--- config.mk ---
export PLATFORM = sky130hd
export DESIGN_NAME = scan_seq
export DESIGN_NICKNAME = d
export VERILOG_FILES = /design/src/rtl/scan_pkg.sv /design/src/rtl/scan_seq.sv /design/src/rtl/rate_gen.sv /design/src/rtl/edge_det.sv
export SDC_FILE = /design/constraint.sdc
export NUM_CORES = 1
export LEC_CHECK = 0
export ABC_AREA = 1
export BUFFER_PORTS_ARGS = -buffer_cell sky130_fd_sc_hd__buf_2
export CAP_MARGIN = 20
export CORE_AREA = 2 2 262 367
export CTS_BUF_LIST = sky130_fd_sc_hd__clkbuf_8 sky130_fd_sc_hd__clkbuf_16
export CTS_CLUSTER_DIAMETER = 100
export DETAILED_ROUTE_END_ITERATION = 16
export DIE_AREA = 0 0 264 369
export SYNTH_ARGS = -nofsm -noshare
export SYNTH_HDL_FRONTEND = slang
export SYNTH_SLANG_ARGS = --single-unit
--- constraint.sdc ---
create_clock -name clk_i -period 9.7 [get_ports clk_i]
set_input_delay 0.97 -clock clk_i [delete_from_list [all_inputs] [get_ports clk_i]]
set_output_delay 0.97 -clock clk_i [all_outputs]
set_load 0.03 [all_outputs]
--- src/rtl/scan_pkg.sv ---
// Shared constants and types for the simultaneous scan sequencer
package scan_pkg;
   // ---------------------------------------------------------------
   // Clock and pacing
   // ---------------------------------------------------------------
   localparam longint CLK_HZ = 25000000;
   localparam real MIN_RATE_SPS = 0.01118;
   localparam longint MAX_RATE_FOUR_KSPS = 1250;
   localparam longint MAX_RATE_TWO_KSPS = 2000;
   // Fastest rate gives the least period, rounded up
   localparam int MIN_PERIOD_FOUR = int'((CLK_HZ
      + MAX_RATE_FOUR_KSPS * 1000 - 1) / (MAX_RATE_FOUR_KSPS * 1000));
   localparam int MIN_PERIOD_TWO = int'((CLK_HZ
      + MAX_RATE_TWO_KSPS * 1000 - 1) / (MAX_RATE_TWO_KSPS * 1000));
   // Slowest rate gives the longest period, rounded down
   localparam longint MAX_PERIOD_CYC =
      longint'($floor(real'(CLK_HZ) / MIN_RATE_SPS));
   localparam logic [31:0] RATE_RESET = 32'h0000_0014;
   // ---------------------------------------------------------------
   // Register map (byte addresses)
   // ---------------------------------------------------------------
   localparam logic [7:0] CTRL_OFS = 8'h00;
   localparam logic [7:0] STAT_OFS = 8'h04;
   localparam logic [7:0] RATE_OFS = 8'h08;
   localparam logic [7:0] LEN_OFS = 8'h0C;
   localparam logic [7:0] BUFLEN_OFS = 8'h10;
   localparam logic [7:0] SCH_OFS = 8'h14;
   localparam logic [7:0] SDATA_OFS = 8'h18;
   localparam logic [7:0] LIST_OFS = 8'h40;
   // Control register fields
   localparam int CTRL_START_BIT = 0;
   localparam int CTRL_EXTCLK_BIT = 1;
   localparam int CTRL_ORDERLY_BIT = 2;
   localparam int CTRL_ABRUPT_BIT = 3;
   localparam int CTRL_TRIG_LSB = 4;
   localparam int CTRL_TWO_BIT = 6;
   localparam int CTRL_SINGLE_BIT = 7;
   // Reset values
   localparam logic [3:0] LEN_RESET = 4'h1;
   localparam logic [15:0] BUFLEN_RESET = 16'h0100;
   // ---------------------------------------------------------------
   // Channel list geometry
   // ---------------------------------------------------------------
   localparam int NUM_WORDS = 15;
   localparam logic [3:0] LIST_MAX_FOUR = 4'hF;
   localparam logic [3:0] LIST_MAX_TWO = 4'hD;
   localparam logic [3:0] ANALOG_TWO = 4'h2;
   localparam logic [3:0] TWO_SHIFT = 4'h2;
   // ---------------------------------------------------------------
   // Types
   // ---------------------------------------------------------------
   typedef enum logic [1:0] {
      TRIG_SW = 2'h0,
      TRIG_POS = 2'h1,
      TRIG_NEG = 2'h2,
      TRIG_THRESH = 2'h3
   } trig_t;
   typedef enum logic [3:0] {
      ST_IDLE = 4'h1,
      ST_ARMED = 4'h2,
      ST_RUN = 4'h4,
      ST_EMIT = 4'h8
   } state_t;
endpackage

--- src/rtl/scan_seq.sv ---
// Simultaneous scan sequencer with channel list and Wishbone slave
`timescale 1ns/10ps
`default_nettype none
// Operation
// - Whole digital port is one list entry
// - Wide value: low word, then high word
// - Counter words map to variant channel numbers
// - Decoder words map to consecutive channel numbers
// - All entries captured on same sample tick
// - Internal rate programmable within variant limits
// - External clock ticks on its falling edge
// - Single value: one channel, returned at once
// - Single value ends alone, cannot stop
// - Scan configured before acquisition begins
// - Orderly stop finishes buffer, ignores triggers
// - Abrupt stop returns partial buffer at once
// - Low channels analog, order irrelevant
// - Each tick in ST_RUN captures all sources, listed emitted
module scan_seq #(
   parameter longint MAX_PERIOD = scan_pkg::MAX_PERIOD_CYC
) (
   input wire logic clk_i,
   input wire logic rst_i,
   input wire logic wb_cyc_i,
   input wire logic wb_stb_i,
   input wire logic wb_we_i,
   input wire logic [7:0] wb_adr_i,
   input wire logic [3:0] wb_sel_i,
   input wire logic [31:0] wb_dat_i,
   output logic [31:0] wb_dat_o,
   output logic wb_ack_o,
   input wire logic [63:0] adc_data_i,
   input wire logic [15:0] din_i,
   input wire logic [63:0] ctr_i,
   input wire logic [95:0] dec_i,
   input wire logic ext_clk_i,
   input wire logic ext_trig_i,
   input wire logic thresh_hit_i,
   output logic conv_start_o,
   output logic [15:0] word_o,
   output logic word_valid_o,
   input wire logic word_ready_i,
   output logic buf_done_o,
   output logic buf_partial_o
);
   import scan_pkg::*;

   // ---------------------------------------------------------------
   // Word selection
   // ---------------------------------------------------------------
   // Map a list channel onto the snapshot word index; the two-input
   // variant numbers everything past its analog pair two lower
   function automatic logic [3:0] canon(input logic [3:0] ch,
                                        input logic two);
      canon = ch;
      if (two && ch >= ANALOG_TWO) begin
         canon = ch + TWO_SHIFT;
      end
   endfunction

   // Byte-lane merge for Wishbone writes
   function automatic logic [31:0] merge(input logic [31:0] old,
                                         input logic [31:0] nw,
                                         input logic [3:0] sel);
      for (int b = 0; b < 4; b++) begin
         merge[b*8+:8] = sel[b] ? nw[b*8+:8] : old[b*8+:8];
      end
   endfunction

   // ---------------------------------------------------------------
   // Sources and snapshot
   // ---------------------------------------------------------------
   // Word k of src is channel k of the four-input numbering:
   // analog 0-3, port 4, counter words 5-8, decoder words 9-14
   logic [239:0] src;
   logic [239:0] snap_flat; // Flat view of the latched copy, read by the assertions
   logic take; // Capture strobe for the snapshot
   logic [15:0] snap [NUM_WORDS];
   assign src = {dec_i, ctr_i, din_i, adc_data_i};

   generate
      for (genvar k = 0; k < NUM_WORDS; k++) begin : g_snap
         logic [15:0] next_word_k;
         // Every source is latched on the same tick, so low and
         // high halves of a wide value always belong together
         always_comb begin
            next_word_k = take ? src[k*16+:16] : snap[k];
         end
         always_ff @(posedge clk_i) begin
            if (rst_i) begin
               snap[k] <= 16'h0000;
            end else begin
               snap[k] <= next_word_k;
            end
         end
         assign snap_flat[k*16+:16] = snap[k];
      end
   endgenerate

   // ---------------------------------------------------------------
   // Configuration state
   // ---------------------------------------------------------------
   logic [31:0] rate_div, next_rate_div; // Period in clock cycles
   logic [3:0] list_len, next_list_len; // Entries in use
   logic [15:0] buf_len, next_buf_len; // Words per buffer
   logic [3:0] sch, next_sch; // Single-value channel
   logic [15:0] sdata, next_sdata; // Single-value result
   logic sready, next_sready; // Single-value result fresh
   logic cfg_ext, next_cfg_ext; // External clock selected
   trig_t cfg_trig, next_cfg_trig; // Initial trigger source
   logic cfg_two, next_cfg_two; // Two-input variant numbering
   logic [3:0] list [NUM_WORDS]; // Channel list entries
   logic [3:0] next_list [NUM_WORDS];
   state_t state, next_state;
   logic wr, rd; // Bus request taken this cycle
   logic go, ord_req, abr_req, single_req; // Control pulses
   logic [31:0] ctrl_w;
   logic [31:0] buf_w; // Byte-merged buffer length write

   assign wr = wb_cyc_i && wb_stb_i && wb_we_i && !wb_ack_o;
   assign buf_w = merge({16'h0000, buf_len}, wb_dat_i, wb_sel_i);
   assign rd = wb_cyc_i && wb_stb_i && !wb_we_i && !wb_ack_o;
   assign ctrl_w = merge(32'h0000_0000, wb_dat_i, wb_sel_i);
   assign go = wr && wb_adr_i == CTRL_OFS && ctrl_w[CTRL_START_BIT];
   assign ord_req = wr && wb_adr_i == CTRL_OFS
                    && ctrl_w[CTRL_ORDERLY_BIT];
   assign abr_req = wr && wb_adr_i == CTRL_OFS
                    && ctrl_w[CTRL_ABRUPT_BIT];
   assign single_req = wr && wb_adr_i == CTRL_OFS
                       && ctrl_w[CTRL_SINGLE_BIT];

   // Setup registers accept writes only while idle, so a running
   // scan cannot see its list, clock or trigger change underneath it
   always_comb begin
      next_rate_div = rate_div;
      next_list_len = list_len;
      next_buf_len = buf_len;
      next_sch = sch;
      next_sdata = sdata;
      next_sready = sready && !rd;
      next_cfg_ext = cfg_ext;
      next_cfg_trig = cfg_trig;
      next_cfg_two = cfg_two;
      next_list = list;
      if (wr && state == ST_IDLE) begin
         unique case (wb_adr_i)
            CTRL_OFS: begin
               if (wb_sel_i[0]) begin
                  next_cfg_ext = wb_dat_i[CTRL_EXTCLK_BIT];
                  next_cfg_trig = trig_t'(wb_dat_i[CTRL_TRIG_LSB+:2]);
                  next_cfg_two = wb_dat_i[CTRL_TWO_BIT];
               end
            end
            RATE_OFS: next_rate_div = merge(rate_div, wb_dat_i,
                                            wb_sel_i);
            LEN_OFS: begin
               if (wb_sel_i[0]) begin
                  next_list_len = wb_dat_i[3:0];
               end
            end
            BUFLEN_OFS: next_buf_len = buf_w[15:0];
            SCH_OFS: begin
               if (wb_sel_i[0]) begin
                  next_sch = wb_dat_i[3:0];
               end
            end
            default: begin
               if (wb_adr_i >= LIST_OFS && wb_sel_i[0]
                   && wb_adr_i[5:2] < 4'(NUM_WORDS)) begin
                  next_list[wb_adr_i[5:2]] = wb_dat_i[3:0];
               end
            end
         endcase
      end
      // Single value reads the live source with no clock, trigger
      // or list, and has nothing to stop: it is done in one cycle
      if (single_req && state == ST_IDLE) begin
         next_sdata = src[canon(sch, cfg_two)*16+:16];
         next_sready = 1'b1;
      end
   end

   always_ff @(posedge clk_i) begin
      if (rst_i) begin
         rate_div <= RATE_RESET;
         list_len <= LEN_RESET;
         buf_len <= BUFLEN_RESET;
         sch <= 4'h0;
         sdata <= 16'h0000;
         sready <= 1'b0;
         cfg_ext <= 1'b0;
         cfg_trig <= TRIG_SW;
         cfg_two <= 1'b0;
         list <= '{default: 4'h0};
      end else begin
         rate_div <= next_rate_div;
         list_len <= next_list_len;
         buf_len <= next_buf_len;
         sch <= next_sch;
         sdata <= next_sdata;
         sready <= next_sready;
         cfg_ext <= next_cfg_ext;
         cfg_trig <= next_cfg_trig;
         cfg_two <= next_cfg_two;
         list <= next_list;
      end
   end

   // ---------------------------------------------------------------
   // Pacing
   // ---------------------------------------------------------------
   logic [31:0] period; // Clamped to the variant's rate limits
   logic rate_tick, tick;
   logic [2:0] rise, fall; // ext clock, ext trigger, threshold
   logic [3:0] len_eff; // List length clamped to the variant max

   always_comb begin
      period = rate_div;
      if (cfg_two && period < 32'(MIN_PERIOD_TWO)) begin
         period = 32'(MIN_PERIOD_TWO);
      end else if (!cfg_two && period < 32'(MIN_PERIOD_FOUR)) begin
         period = 32'(MIN_PERIOD_FOUR);
      end else if (period > 32'(MAX_PERIOD)) begin
         period = 32'(MAX_PERIOD);
      end
      // A longer list than the variant holds is cut, never wrapped
      len_eff = list_len;
      if (cfg_two && list_len > LIST_MAX_TWO) begin
         len_eff = LIST_MAX_TWO;
      end
   end

   rate_gen u_rate (
      .clk_i(clk_i),
      .rst_i(rst_i),
      .en_i(!cfg_ext && state != ST_IDLE && state != ST_ARMED),
      .period_i(period),
      .tick_o(rate_tick)
   );

   edge_det #(.W(3)) u_edges (
      .clk_i(clk_i),
      .rst_i(rst_i),
      .in_i({thresh_hit_i, ext_trig_i, ext_clk_i}),
      .rise_o(rise),
      .fall_o(fall)
   );

   // External clock paces on its falling edge only
   assign tick = cfg_ext ? fall[0] : rate_tick;

   // ---------------------------------------------------------------
   // Sequencer: trigger, capture, ordered emission, stops
   // ---------------------------------------------------------------
   logic [3:0] idx, next_idx; // Next list entry to send
   logic [15:0] word_cnt, next_word_cnt; // Words in current buffer
   logic ord_pend, next_ord_pend; // Orderly stop requested
   logic trig_hit;
   logic [15:0] next_word;
   logic next_valid, next_conv, next_done, next_partial;

   always_comb begin
      unique case (cfg_trig)
         TRIG_SW: trig_hit = 1'b1;
         TRIG_POS: trig_hit = rise[1];
         TRIG_NEG: trig_hit = fall[1];
         TRIG_THRESH: trig_hit = rise[2];
      endcase
   end

   assign take = tick && state == ST_RUN;

   always_comb begin
      next_state = state;
      next_idx = idx;
      next_word_cnt = word_cnt;
      next_ord_pend = ord_pend || ord_req;
      next_word = word_o;
      next_valid = word_valid_o;
      next_conv = take;
      next_done = 1'b0;
      next_partial = 1'b0;
      unique case (state)
         // Triggers are ignored here, also after any stop
         ST_IDLE: begin
            next_ord_pend = 1'b0;
            if (go) begin
               next_state = ST_ARMED;
               next_word_cnt = 16'h0000;
            end
         end
         ST_ARMED: begin
            if (trig_hit) begin
               next_state = ST_RUN;
            end
         end
         ST_RUN: begin
            if (take) begin
               next_state = ST_EMIT;
               next_idx = 4'h0;
            end
         end
         ST_EMIT: begin
            // Ticks arriving mid-emission are dropped, not queued
            if (!word_valid_o || word_ready_i) begin
               if (word_valid_o) begin
                  next_word_cnt = word_cnt + 16'h0001;
               end
               if (idx < len_eff) begin
                  next_word = snap[canon(list[idx], cfg_two)];
                  next_valid = 1'b1;
                  next_idx = idx + 4'h1;
               end else begin
                  next_valid = 1'b0;
                  next_state = ST_RUN;
               end
            end
         end
      endcase
      // Full buffer goes back; an orderly stop ends here
      if (state != ST_IDLE && next_word_cnt >= buf_len
          && buf_len != 16'h0000) begin
         next_done = 1'b1;
         next_word_cnt = 16'h0000;
         // Orderly stop ends with this buffer; a word already loaded
         // belongs to the next buffer and is dropped
         if (next_ord_pend) begin
            next_state = ST_IDLE;
            next_valid = 1'b0;
         end
      end else if (next_ord_pend && state == ST_ARMED) begin
         next_state = ST_IDLE;
      end
      // Abrupt stop wins over everything and returns what exists
      if (abr_req && state != ST_IDLE) begin
         next_state = ST_IDLE;
         next_valid = 1'b0;
         next_conv = 1'b0;
         next_done = 1'b1;
         next_partial = 1'b1;
         next_word_cnt = 16'h0000;
      end
   end

   always_ff @(posedge clk_i) begin
      if (rst_i) begin
         state <= ST_IDLE;
         idx <= 4'h0;
         word_cnt <= 16'h0000;
         ord_pend <= 1'b0;
         word_o <= 16'h0000;
         word_valid_o <= 1'b0;
         conv_start_o <= 1'b0;
         buf_done_o <= 1'b0;
         buf_partial_o <= 1'b0;
      end else begin
         state <= next_state;
         idx <= next_idx;
         word_cnt <= next_word_cnt;
         ord_pend <= next_ord_pend;
         word_o <= next_word;
         word_valid_o <= next_valid;
         conv_start_o <= next_conv;
         buf_done_o <= next_done;
         buf_partial_o <= next_partial;
      end
   end

   // ---------------------------------------------------------------
   // Wishbone read data and acknowledge
   // ---------------------------------------------------------------
   logic [31:0] next_dat;

   // Unmapped addresses below 0x80 read zero and still acknowledge; from 0x80 up the list decode repeats
   always_comb begin
      next_dat = 32'h0000_0000;
      unique case (wb_adr_i)
         CTRL_OFS: next_dat = {25'h0, cfg_two, cfg_trig, 2'h0, cfg_ext,
                               1'b0};
         STAT_OFS: next_dat = {word_cnt, 10'h0, sready, ord_pend,
                               state};
         RATE_OFS: next_dat = rate_div;
         LEN_OFS: next_dat = {28'h0, list_len};
         BUFLEN_OFS: next_dat = {16'h0, buf_len};
         SCH_OFS: next_dat = {28'h0, sch};
         SDATA_OFS: next_dat = {16'h0, sdata};
         default: begin
            if (wb_adr_i >= LIST_OFS && wb_adr_i[5:2] < 4'(NUM_WORDS)) begin
               next_dat = {28'h0, list[wb_adr_i[5:2]]};
            end
         end
      endcase
   end

   always_ff @(posedge clk_i) begin
      if (rst_i) begin
         wb_ack_o <= 1'b0;
         wb_dat_o <= 32'h0000_0000;
      end else begin
         wb_ack_o <= wb_cyc_i && wb_stb_i && !wb_ack_o;
         wb_dat_o <= rd ? next_dat : 32'h0000_0000;
      end
   end

   // ---------------------------------------------------------------
   // Assertions
   // ---------------------------------------------------------------
   logic [31:0] gap; // Cycles since the last internal tick
   always_ff @(posedge clk_i) begin
      if (rst_i || rate_tick) begin
         gap <= 32'h0000_0001;
      end else if (gap != 32'hFFFF_FFFF) begin
         gap <= gap + 32'h0000_0001;
      end
   end
endmodule
`default_nettype wire

--- src/rtl/rate_gen.sv ---
// Internal sample-rate divider producing a one-cycle tick enable
`timescale 1ns/10ps
`default_nettype none
module rate_gen (
   input wire logic clk_i,
   input wire logic rst_i,
   input wire logic en_i,
   input wire logic [31:0] period_i,
   output logic tick_o
);
   logic [31:0] cnt; // Cycles since the last tick
   logic [31:0] next_cnt;
   logic next_tick;

   // ---------------------------------------------------------------
   // Divider: tick once every period_i cycles while enabled
   // ---------------------------------------------------------------
   always_comb begin
      next_cnt = cnt + 32'h0000_0001;
      next_tick = 1'b0;
      if (!en_i) begin
         // Restart so the first tick is a full period after enable
         next_cnt = 32'h0000_0000;
      end else if (cnt >= period_i - 32'h0000_0001) begin
         next_cnt = 32'h0000_0000;
         next_tick = 1'b1;
      end
   end

   always_ff @(posedge clk_i) begin
      if (rst_i) begin
         cnt <= 32'h0000_0000;
         tick_o <= 1'b0;
      end else begin
         cnt <= next_cnt;
         tick_o <= next_tick;
      end
   end
endmodule
`default_nettype wire

--- src/rtl/edge_det.sv ---
// Edge detector for a group of inputs synchronous to the clock
`timescale 1ns/10ps
`default_nettype none
module edge_det #(
   parameter int W = 3
) (
   input wire logic clk_i,
   input wire logic rst_i,
   input wire logic [W-1:0] in_i,
   output logic [W-1:0] rise_o,
   output logic [W-1:0] fall_o
);
   logic [W-1:0] prev; // Level seen one cycle earlier

   // ---------------------------------------------------------------
   // Edges compare the present level with the stored one
   // ---------------------------------------------------------------
   always_comb begin
      rise_o = in_i & ~prev;
      fall_o = ~in_i & prev;
   end

   always_ff @(posedge clk_i) begin
      if (rst_i) begin
         prev <= '0;
      end else begin
         prev <= in_i;
      end
   end
endmodule
`default_nettype wire

==> flow_summary_export.csv, run 1 <==
group,metric,value,unit
power_and_ir_drop,power_density,139,nW/um2
global_route,grt_start_max_net_pins,94,
routing,first_iter_violations,2114,
cells_and_area,nets,4420,
logic_synthesis,synth_edf_count,240,
routing,ant_nets,0,
timing,maxSlewViolCount,0,
setup_path,cp-end-kind,"flip-flop",
hold_path,min_to,"word_o[13]$_SDFFE_PP0P_",
power_and_ir_drop,p_switching,1.07,mW
timing,worst_pin_slew,1.01,ns
global_route,grt_pass1_vias,25600,
setup_path,critPathMaxFanout,75,
setup_path,path_cells,"clkinv_1 -> o21ai_1 -> inv_1 -> nand3_1 -> nand3_4 -> nand2_4 -> buf_4 -> nand2_1 -> nand2_1 -> nand3_1 -> nand3_1 -> nand3_1 -> nand3_1 -> a21oi_1",
place,gp_congestion,0.927,
floorplan,core-area,93900,um2
power_and_ir_drop,p_seq_frac,0.493,
logic_synthesis,ys_warn_count,0,
logic_synthesis,ys.flop_type,"dfxtp_1",
clocking,root_buffer,"clkbuf_16",
global_route,grtUsageTotal,0.211,
floorplan,die_area,97400,um2
setup_path,crit_cells,14,
routing,vias,26900,
floorplan,rows,133,
clocking,clock_latency,0.64,ns
logic_synthesis,ys_ff_latch,491,
setup_path,reg2reg_depth,14,
timing,rsz0062_at_grt,"no",
setup_path,critical-path-slowest-cell,"nand2_4",
routing,vias_per_cell,5.05,
hold_path,hp-start,"word_o[13]$_SDFFE_PP0P_",
setup_path,cpMostUsedCell,"nand3_1",
setup_path,rrSetupSlack,4.79,ns
timing,fmax,204,MHz
routing,routedWlPerCell,19.8,um
hold_path,hold_depth,2,
place,io_buffers,345,
setup_path,crit_required,10.20,ns
cells_and_area,drive_gt1_frac,0.132,
setup_path,reg2reg_to,"word_o[6]$_SDFFE_PP0P_",
clocking,cts.sinks,491,
logic_synthesis,post_synth.cell_area_avg,7.31,um2
place,dp_hpwl,77.4,mm
place,pre_cts_ws,4.31,ns
clocking,postCtsSetupRepairBufs,0,
routing,dr.pass1.iters,5,
setup_path,worstSetupPathType,"flip-flop to flip-flop",
routing,routed_wl,106,mm
clocking,clk_pin_slew,0.06,ns
logic_synthesis,yosysSeqAreaShare,0.436,
floorplan,initial_core_util,0.299,
power_and_ir_drop,ir_worst_vdd,126,uV
logic_synthesis,synthCells,3836,
global_route,grt_pass1_wl,156,mm
logic_synthesis,synth_top_area_cell,"edfxtp_1",
timing,setup_tns,0,ns
timing,fin_worst_skew,0.0306,ns
logic_synthesis,async_reset_ff_frac,0,
routing,drc,0,
power_and_ir_drop,power_frac_comb,0.054,
clocking,tritoncts,"yes",
global_route,grt-ovfl-total,0,
timing,finalSetupViolCount,0,
logic_synthesis,yosysUniqueCellTypes,61,
setup_path,r2r_start,"idx[2]$_SDFFE_PP0P_",
floorplan,fp.dieH,369,um
clocking,cts_inserted_buffers,54,
setup_path,critPathBufInv,3,
outcome,status,"finished clean",
cells_and_area,fill_cells,10100,
power_and_ir_drop,intPower,3.42,mW
power_and_ir_drop,p_leak,14.1,nW
logic_synthesis,syn-num-nets,4186,
floorplan,die_width,264,um
place,dp_cells,5229,
logic_synthesis,syn_area,28000,um2
logic_synthesis,synth.area.top_cells,"edfxtp_1, dfxtp_1, nand2_1",
cells_and_area,post-route-util,0.345,
hold_path,hp-class,"flip-flop to flip-flop",
cells_and_area,syn_to_final_growth,15.6,%
clocking,h-tree-depth,2,
power_and_ir_drop,pwr-share-clk,0.453,
timing,period_share,0.506,
setup_path,critPathLaunchType,"flip-flop",
cells_and_area,stdcell_count,5327,
timing,finalHoldViolations,0,
timing,fin_crit,4.91,ns
clocking,clock_path_buffers,3,
global_route,antenna_found_initial,7,
timing,finalWorstSetupSlack,4.79,ns
power_and_ir_drop,switching_share,0.239,
logic_synthesis,synth_top_cell_area_share,0.257,
setup_path,crit_arrival,5.40,ns
job,max_cap_violations,0,
timing,slew_headroom,0.328,
setup_path,cp_top_family,"simple AND/OR/NAND/NOR gates",
setup_path,max_stage_delay,0.78,ns
clocking,hold_buffers,0,
floorplan,pin_count,346,
clocking,cts.repair.resized,0,
[worst register-to-register path: stages, from the launching register on]
cell and delay, ns:
dfxtp_1 0.68, clkinv_1 0.48, o21ai_1 0.19, inv_1 0.06, nand3_1 0.10, nand3_4 0.53, nand2_4 0.81, buf_4 0.79
nand2_1 0.18, nand2_1 0.09, nand3_1 0.07, nand3_1 0.17, nand3_1 0.32, nand3_1 0.21, a21oi_1 0.08
[final cells by class]
class | count | area [um2] | area share
multi-input cells | 2541 | 12700 | 0.391
inverters | 602 | 2260 | 0.0698
diodes | 1 | 2.50 | 0.0000772
repair buffers | 380 | 2000 | 0.0616
clock buffers | 59 | 1420 | 0.0438
clock inverters | 38 | 295 | 0.00911
well taps | 1215 | 1520 | 0.0469
flip-flops and latches | 491 | 12200 | 0.377
[worst max path at each step]
stage                                    startpoint                        end
after CTS                 rate_div[28]$_SDFFE_PP0P_  u_rate.cnt[11]$_SDFF_PP0_
after global placement                  wb_adr_i[7]    word_cnt[13]$_SDFF_PP0_
after global routing      rate_div[28]$_SDFFE_PP0P_  u_rate.cnt[11]$_SDFF_PP0_
after floorplan                               rst_i   snap[0][0]$_SDFFCE_PN0P_
after detailed placement                wb_adr_i[7]     word_cnt[5]$_SDFF_PP0_
final                           idx[2]$_SDFFE_PP0P_     word_o[6]$_SDFFE_PP0P_
[flip-flops by register name, indices dropped and copies added (netlist names), 16 cells and up]
signal      count
word_o         16
word_cnt       16
u_rate.cnt     32
buf_len        16
rate_div       32
list           60
sdata          16
snap          240
wb_dat_o       32
[power groups by stage]
| stage | Clock (mW) | Combinational (mW) | Sequential (mW) |
|---|---|---|---|
| 2_1_floorplan | 0 | 0.112 | 2.27 |
| 3_3_place_gp | 0 | 0.242 | 2.26 |
| 3_5_place_dp | 0 | 0.241 | 2.26 |
| 4_1_cts | 2.08 | 0.242 | 2.21 |
| 5_1_grt | 2.15 | 0.267 | 2.22 |
| 6_report | 2.03 | 0.243 | 2.21 |
[metal layers]
| layer | GRT usage | share of wire |
|---|---|---|
| met1 | 0.246 | 0.39 |
| met2 | 0.368 | 0.49 |
| met3 | 0.0340 | 0.064 |
| met4 | 0.113 | 0.060 |
| met5 | 0 | 0.00044 |
[through the flow]
stage | instance area [um2] | power, mW | hold slack, ns
2_1_floorplan | 28000 | 2.38 | 0.430
3_5_place_dp | 30700 | 2.50 | 0.457
5_1_grt | 32400 | 4.63 | 0.489
4_1_cts | 32400 | 4.54 | 0.467
3_3_place_gp | 30700 | 2.50 | 0.449
6_report | 32400 | 4.49 | 0.466
[cells by family (layout without fill, tap and decap cells)]
kind of cell               count (synthesis)  count (layout)  synth area share
DFF                                      491             491             0.436
and+or+nand+nor                         1678            1678             0.261
xor gates and xnor gates                  32              32           0.00999
adders and majority gates                 57              57            0.0254
AOI/OAI and AO/OA                        774             774             0.154
other                                      0               1                 0
buffers and inverters                    804            1079             0.114
[Yosys cell counts (all sizes together), types with 17 or more instances]
cell type	count
nand2	683
inv	597
nor2	482
nand3	339
o21ai	312
a21oi	287
dfxtp	251
edfxtp	240
clkbuf	122
buf	80
o211ai	75
nand4	62
nor3	62
ha	57
o22ai	31
xor2	21
nand3b	19
o31ai	18
nor4	17
[layout by cell type (no fill, tap or decap), types with 16 or more instances in the layout]
| cell type | count |
|---|---|
| edfxtp_1 | 240 |
| nor2_1 | 462 |
| o22ai_1 | 31 |
| o21ai_0 | 302 |
| inv_1 | 595 |
| inv_2 | 17 |
| o31ai_1 | 18 |
| clkbuf_16 | 54 |
| xor2_1 | 21 |
| nand4_1 | 60 |
| nor2_2 | 16 |
| nand2_1 | 664 |
| ha_1 | 57 |
| a21oi_1 | 286 |
| buf_2 | 345 |
| o211ai_1 | 75 |
| nor3_1 | 56 |
| nand3b_1 | 19 |
| nand3_1 | 333 |
| dfxtp_1 | 250 |
| buf_4 | 34 |
Power figures use the tool's default switching activity.
==> run 2, diff against run 1 <==
--- a/config.mk
+++ b/config.mk
@@ -5,14 +5,14 @@
 export SDC_FILE = /design/constraint.sdc
 export NUM_CORES = 1
 export LEC_CHECK = 0
-export ABC_AREA = 1
+export ABC_AREA = 0
 export BUFFER_PORTS_ARGS = -buffer_cell sky130_fd_sc_hd__buf_2
 export CAP_MARGIN = 20
-export CORE_AREA = 2 2 262 367
+export CORE_AREA = 2 2 254 356
 export CTS_BUF_LIST = sky130_fd_sc_hd__clkbuf_8 sky130_fd_sc_hd__clkbuf_16
 export CTS_CLUSTER_DIAMETER = 100
 export DETAILED_ROUTE_END_ITERATION = 16
-export DIE_AREA = 0 0 264 369
+export DIE_AREA = 0 0 256 358
 export SYNTH_ARGS = -nofsm -noshare
 export SYNTH_HDL_FRONTEND = slang
 export SYNTH_SLANG_ARGS = --single-unit
==> constraint.sdc (replaced) <==
create_clock -name clk_i -period 4.2 [get_ports clk_i]
set_input_delay 0.42 -clock clk_i [delete_from_list [all_inputs] [get_ports clk_i]]
set_output_delay 0.42 -clock clk_i [all_outputs]
set_load 0.03 [all_outputs]
==> flow_summary_export.csv, run 2 <==
group,metric,value,unit
outcome,status,"finished with violations",
outcome,violations,"setup timing",
global_route,antenna_found_initial,33,
logic_synthesis,syn_area,26300,um2
logic_synthesis,synthCells,2677,
logic_synthesis,ys_ff_latch,491,
cells_and_area,largest_register_ff_count,240,
logic_synthesis,async_reset_ff_frac,0,
timing,period_share,1.18,
routing,vias_per_cell,5.06,
clocking,clk_pin_slew,0.06,ns
cells_and_area,final_common_cell,"buf_2",
routing,drc,0,
logic_synthesis,synth_top_area_cell,"edfxtp_1",
logic_synthesis,yosysUniqueCellTypes,78,
timing,fmax,203,MHz
cells_and_area,multiInputGateArea,13500,um2
logic_synthesis,ys_warn_count,0,
logic_synthesis,syn-num-nets,3027,
cells_and_area,seqCellArea,12200,um2
power_and_ir_drop,ir_worst_vdd,291,uV
setup_path,crit_required,4.76,ns
global_route,grt_pass1_vias,21900,
power_and_ir_drop,p_leak,12.8,nW
logic_synthesis,synthTopCellsByCount,"nor2_1, nand2_1, dfxtp_1",
timing,finalHoldViolations,0,
timing,fin_worst_skew,0.0286,ns
cells_and_area,syn_to_final_growth,24.8,%
cells_and_area,drive_gt1_frac,0.258,
clocking,clock_path_buffers,3,
global_route,grt-ovfl-total,0,
logic_synthesis,ys.flop_type,"dfxtp_1",
timing,finalWorstSetupSlack,-0.736,ns
logic_synthesis,synth_edf_count,240,
job,max_cap_violations,0,
place,io_buffers,345,
setup_path,critPathLaunchType,"flip-flop",
routing,routed_wl,98.6,mm
setup_path,critPathMaxFanout,8,
floorplan,rows,129,
timing,worst_pin_slew,0.996,ns
clocking,cts_inserted_buffers,55,
floorplan,fp.dieH,358,um
place,gp_congestion,0.962,
timing,maxSlewViolCount,0,
floorplan,die_area,91600,um2
cells_and_area,final_cell_mix,"buf_2, nand2_1, nor2_1",
timing,finalSetupViolCount,33,
routing,ant_nets,0,
cells_and_area,fill_cells,8945,
power_and_ir_drop,power_density,323,nW/um2
cells_and_area,top_regs,"snap (240), list (60)",
timing,holdWs,0.0367,ns
floorplan,die_width,256,um
setup_path,crit_arrival,5.50,ns
logic_synthesis,yosysMostFrequentCell,"nor2_1",
logic_synthesis,yosysSeqAreaShare,0.466,
logic_synthesis,synth_top_cell_area_share,0.275,
logic_synthesis,synth.area.top_cells,"edfxtp_1, dfxtp_1, mux4_2",
timing,setup_tns,-23.19,ns
hold_path,hp-class,"primary input to flip-flop",
floorplan,initial_core_util,0.297,
cells_and_area,nets,3445,
floorplan,pin_count,346,
routing,dr.pass1.iters,5,
clocking,clock_latency,0.63,ns
routing,vias,21900,
timing,slew_headroom,0.333,
floorplan,core-area,88300,um2
logic_synthesis,post_synth.cell_area_avg,9.81,um2
clocking,tritoncts,"yes",
global_route,grt_start_max_net_pins,211,
cells_and_area,largest-register,"snap",
setup_path,cp-end-kind,"flip-flop",
routing,first_iter_violations,1364,
place,dp_hpwl,75.6,mm
setup_path,worstSetupPathType,"flip-flop to flip-flop",
timing,fin_crit,4.94,ns
global_route,grtUsageTotal,0.210,
clocking,h-tree-depth,2,
timing,rsz0062_at_grt,"yes",
global_route,grt_pass1_wl,143,mm
clocking,cts.sinks,491,
clocking,root_buffer,"clkbuf_16",
routing,routedWlPerCell,22.8,um
==> run 2: layout make-up <==
type,count,share of cell area
clock buffer,60,0.0451
clock inverter,41,0.0108
antenna,15,0.00115
tap,1179,0.0450
sequential,491,0.374
multi-input combinational,1964,0.412
timing repair buffer,551,0.108
inverter,32,0.00367
==> run 2: routing by layer <==
metal	GRT usage	routed length, um
met1	0.228	36100
met2	0.393	51200
met3	0.0367	5590
met4	0.108	5460
met5	0	189
==> run 2: path summary, 6_finish.rpt <==
| path | startpoint | to | slack, ns | cells past startpoint |
|---|---|---|---|---|
| setup / recovery | rate_div[7]$_SDFFE_PP0P_ | u_rate.cnt[29]$_SDFF_PP0_ | -0.74 | 22 |
| hold / removal | ext_clk_i | u_edges.prev[0]$_SDFF_PP0_ | 0.04 | 2 |
| setup reg to reg | rate_div[7]$_SDFFE_PP0P_ | u_rate.cnt[29]$_SDFF_PP0_ | -0.74 | 22 |
| hold reg to reg | sdata[10]$_SDFFE_PP0P_ | sdata[10]$_SDFFE_PP0P_ | 0.46 | 2 |
==> run 2: where the power goes <==
| group | total [mW] | leakage (nW) | internal (mW) | switching [mW] |
|---|---|---|---|---|
| clock network | 4.93 | 0.954 | 2.85 | 2.09 |
| logic | 0.533 | 7.31 | 0.204 | 0.328 |
| registers | 5.11 | 4.50 | 5.09 | 0.0230 |
| total | 10.6 | 12.8 | 8.14 | 2.44 |
==> run 2: kinds of logic after synthesis <==
logic type	after synthesis	share of synthesized area
buffers and inverters	222	0.0353
adder cells (fa/ha/maj)	57	0.0272
multiplexers	243	0.130
flip-flops	491	0.466
AND/OR/NAND/NOR	1145	0.214
XOR/XNOR	59	0.0197
AO/OA/AOI/OAI	460	0.107
==> run 2: worst max-delay path, stage by stage, from the launching register on <==
cell and delay [ns]:
dfxtp_2 0.33, nor4_4 0.34, a21boi_2 0.10, o311a_1 0.35
buf_4 0.14, or3_4 0.32, a311o_1 0.35, or3_4 0.36
nor4_4 0.14, xor2_1 0.17, nand2_1 0.12, ha_4 0.23
a21o_1 0.18, a21o_1 0.15, a21o_1 0.15, a21o_1 0.16
a21oi_2 0.11, nor2_1 0.05, a2111o_1 0.42, a41oi_2 0.26
o21ai_4 0.13, clkbuf_16 0.23, nor2_1 0.08
==> run 2: timing repair <==
action | in CTS | in global routing
gates resized for setup | 12 | 51
gates cloned | 0 | 3
endpoints found under the hold margin | 1 | 0
hold buffers | 1 | 0
setup endpoints to repair | 33 | 51
pin swaps | 2 | 18
setup buffers | 3 | 5
==> run 2: metrics by stage <==
stage	instances	instance area, um2	power, mW	worst slack [ns]	utilization
final	4333	32800	10.6	-0.736	0.371
after global routing	4326	32800	10.9	-0.979	0.371
after CTS	4310	32400	10.7	-0.732	0.368
after detailed placement	4205	30500	5.75	-0.841	0.346
after global placement	4205	30500	5.75	-0.788	0.346
after floorplan	2677	26400	5.43	-0.756	-
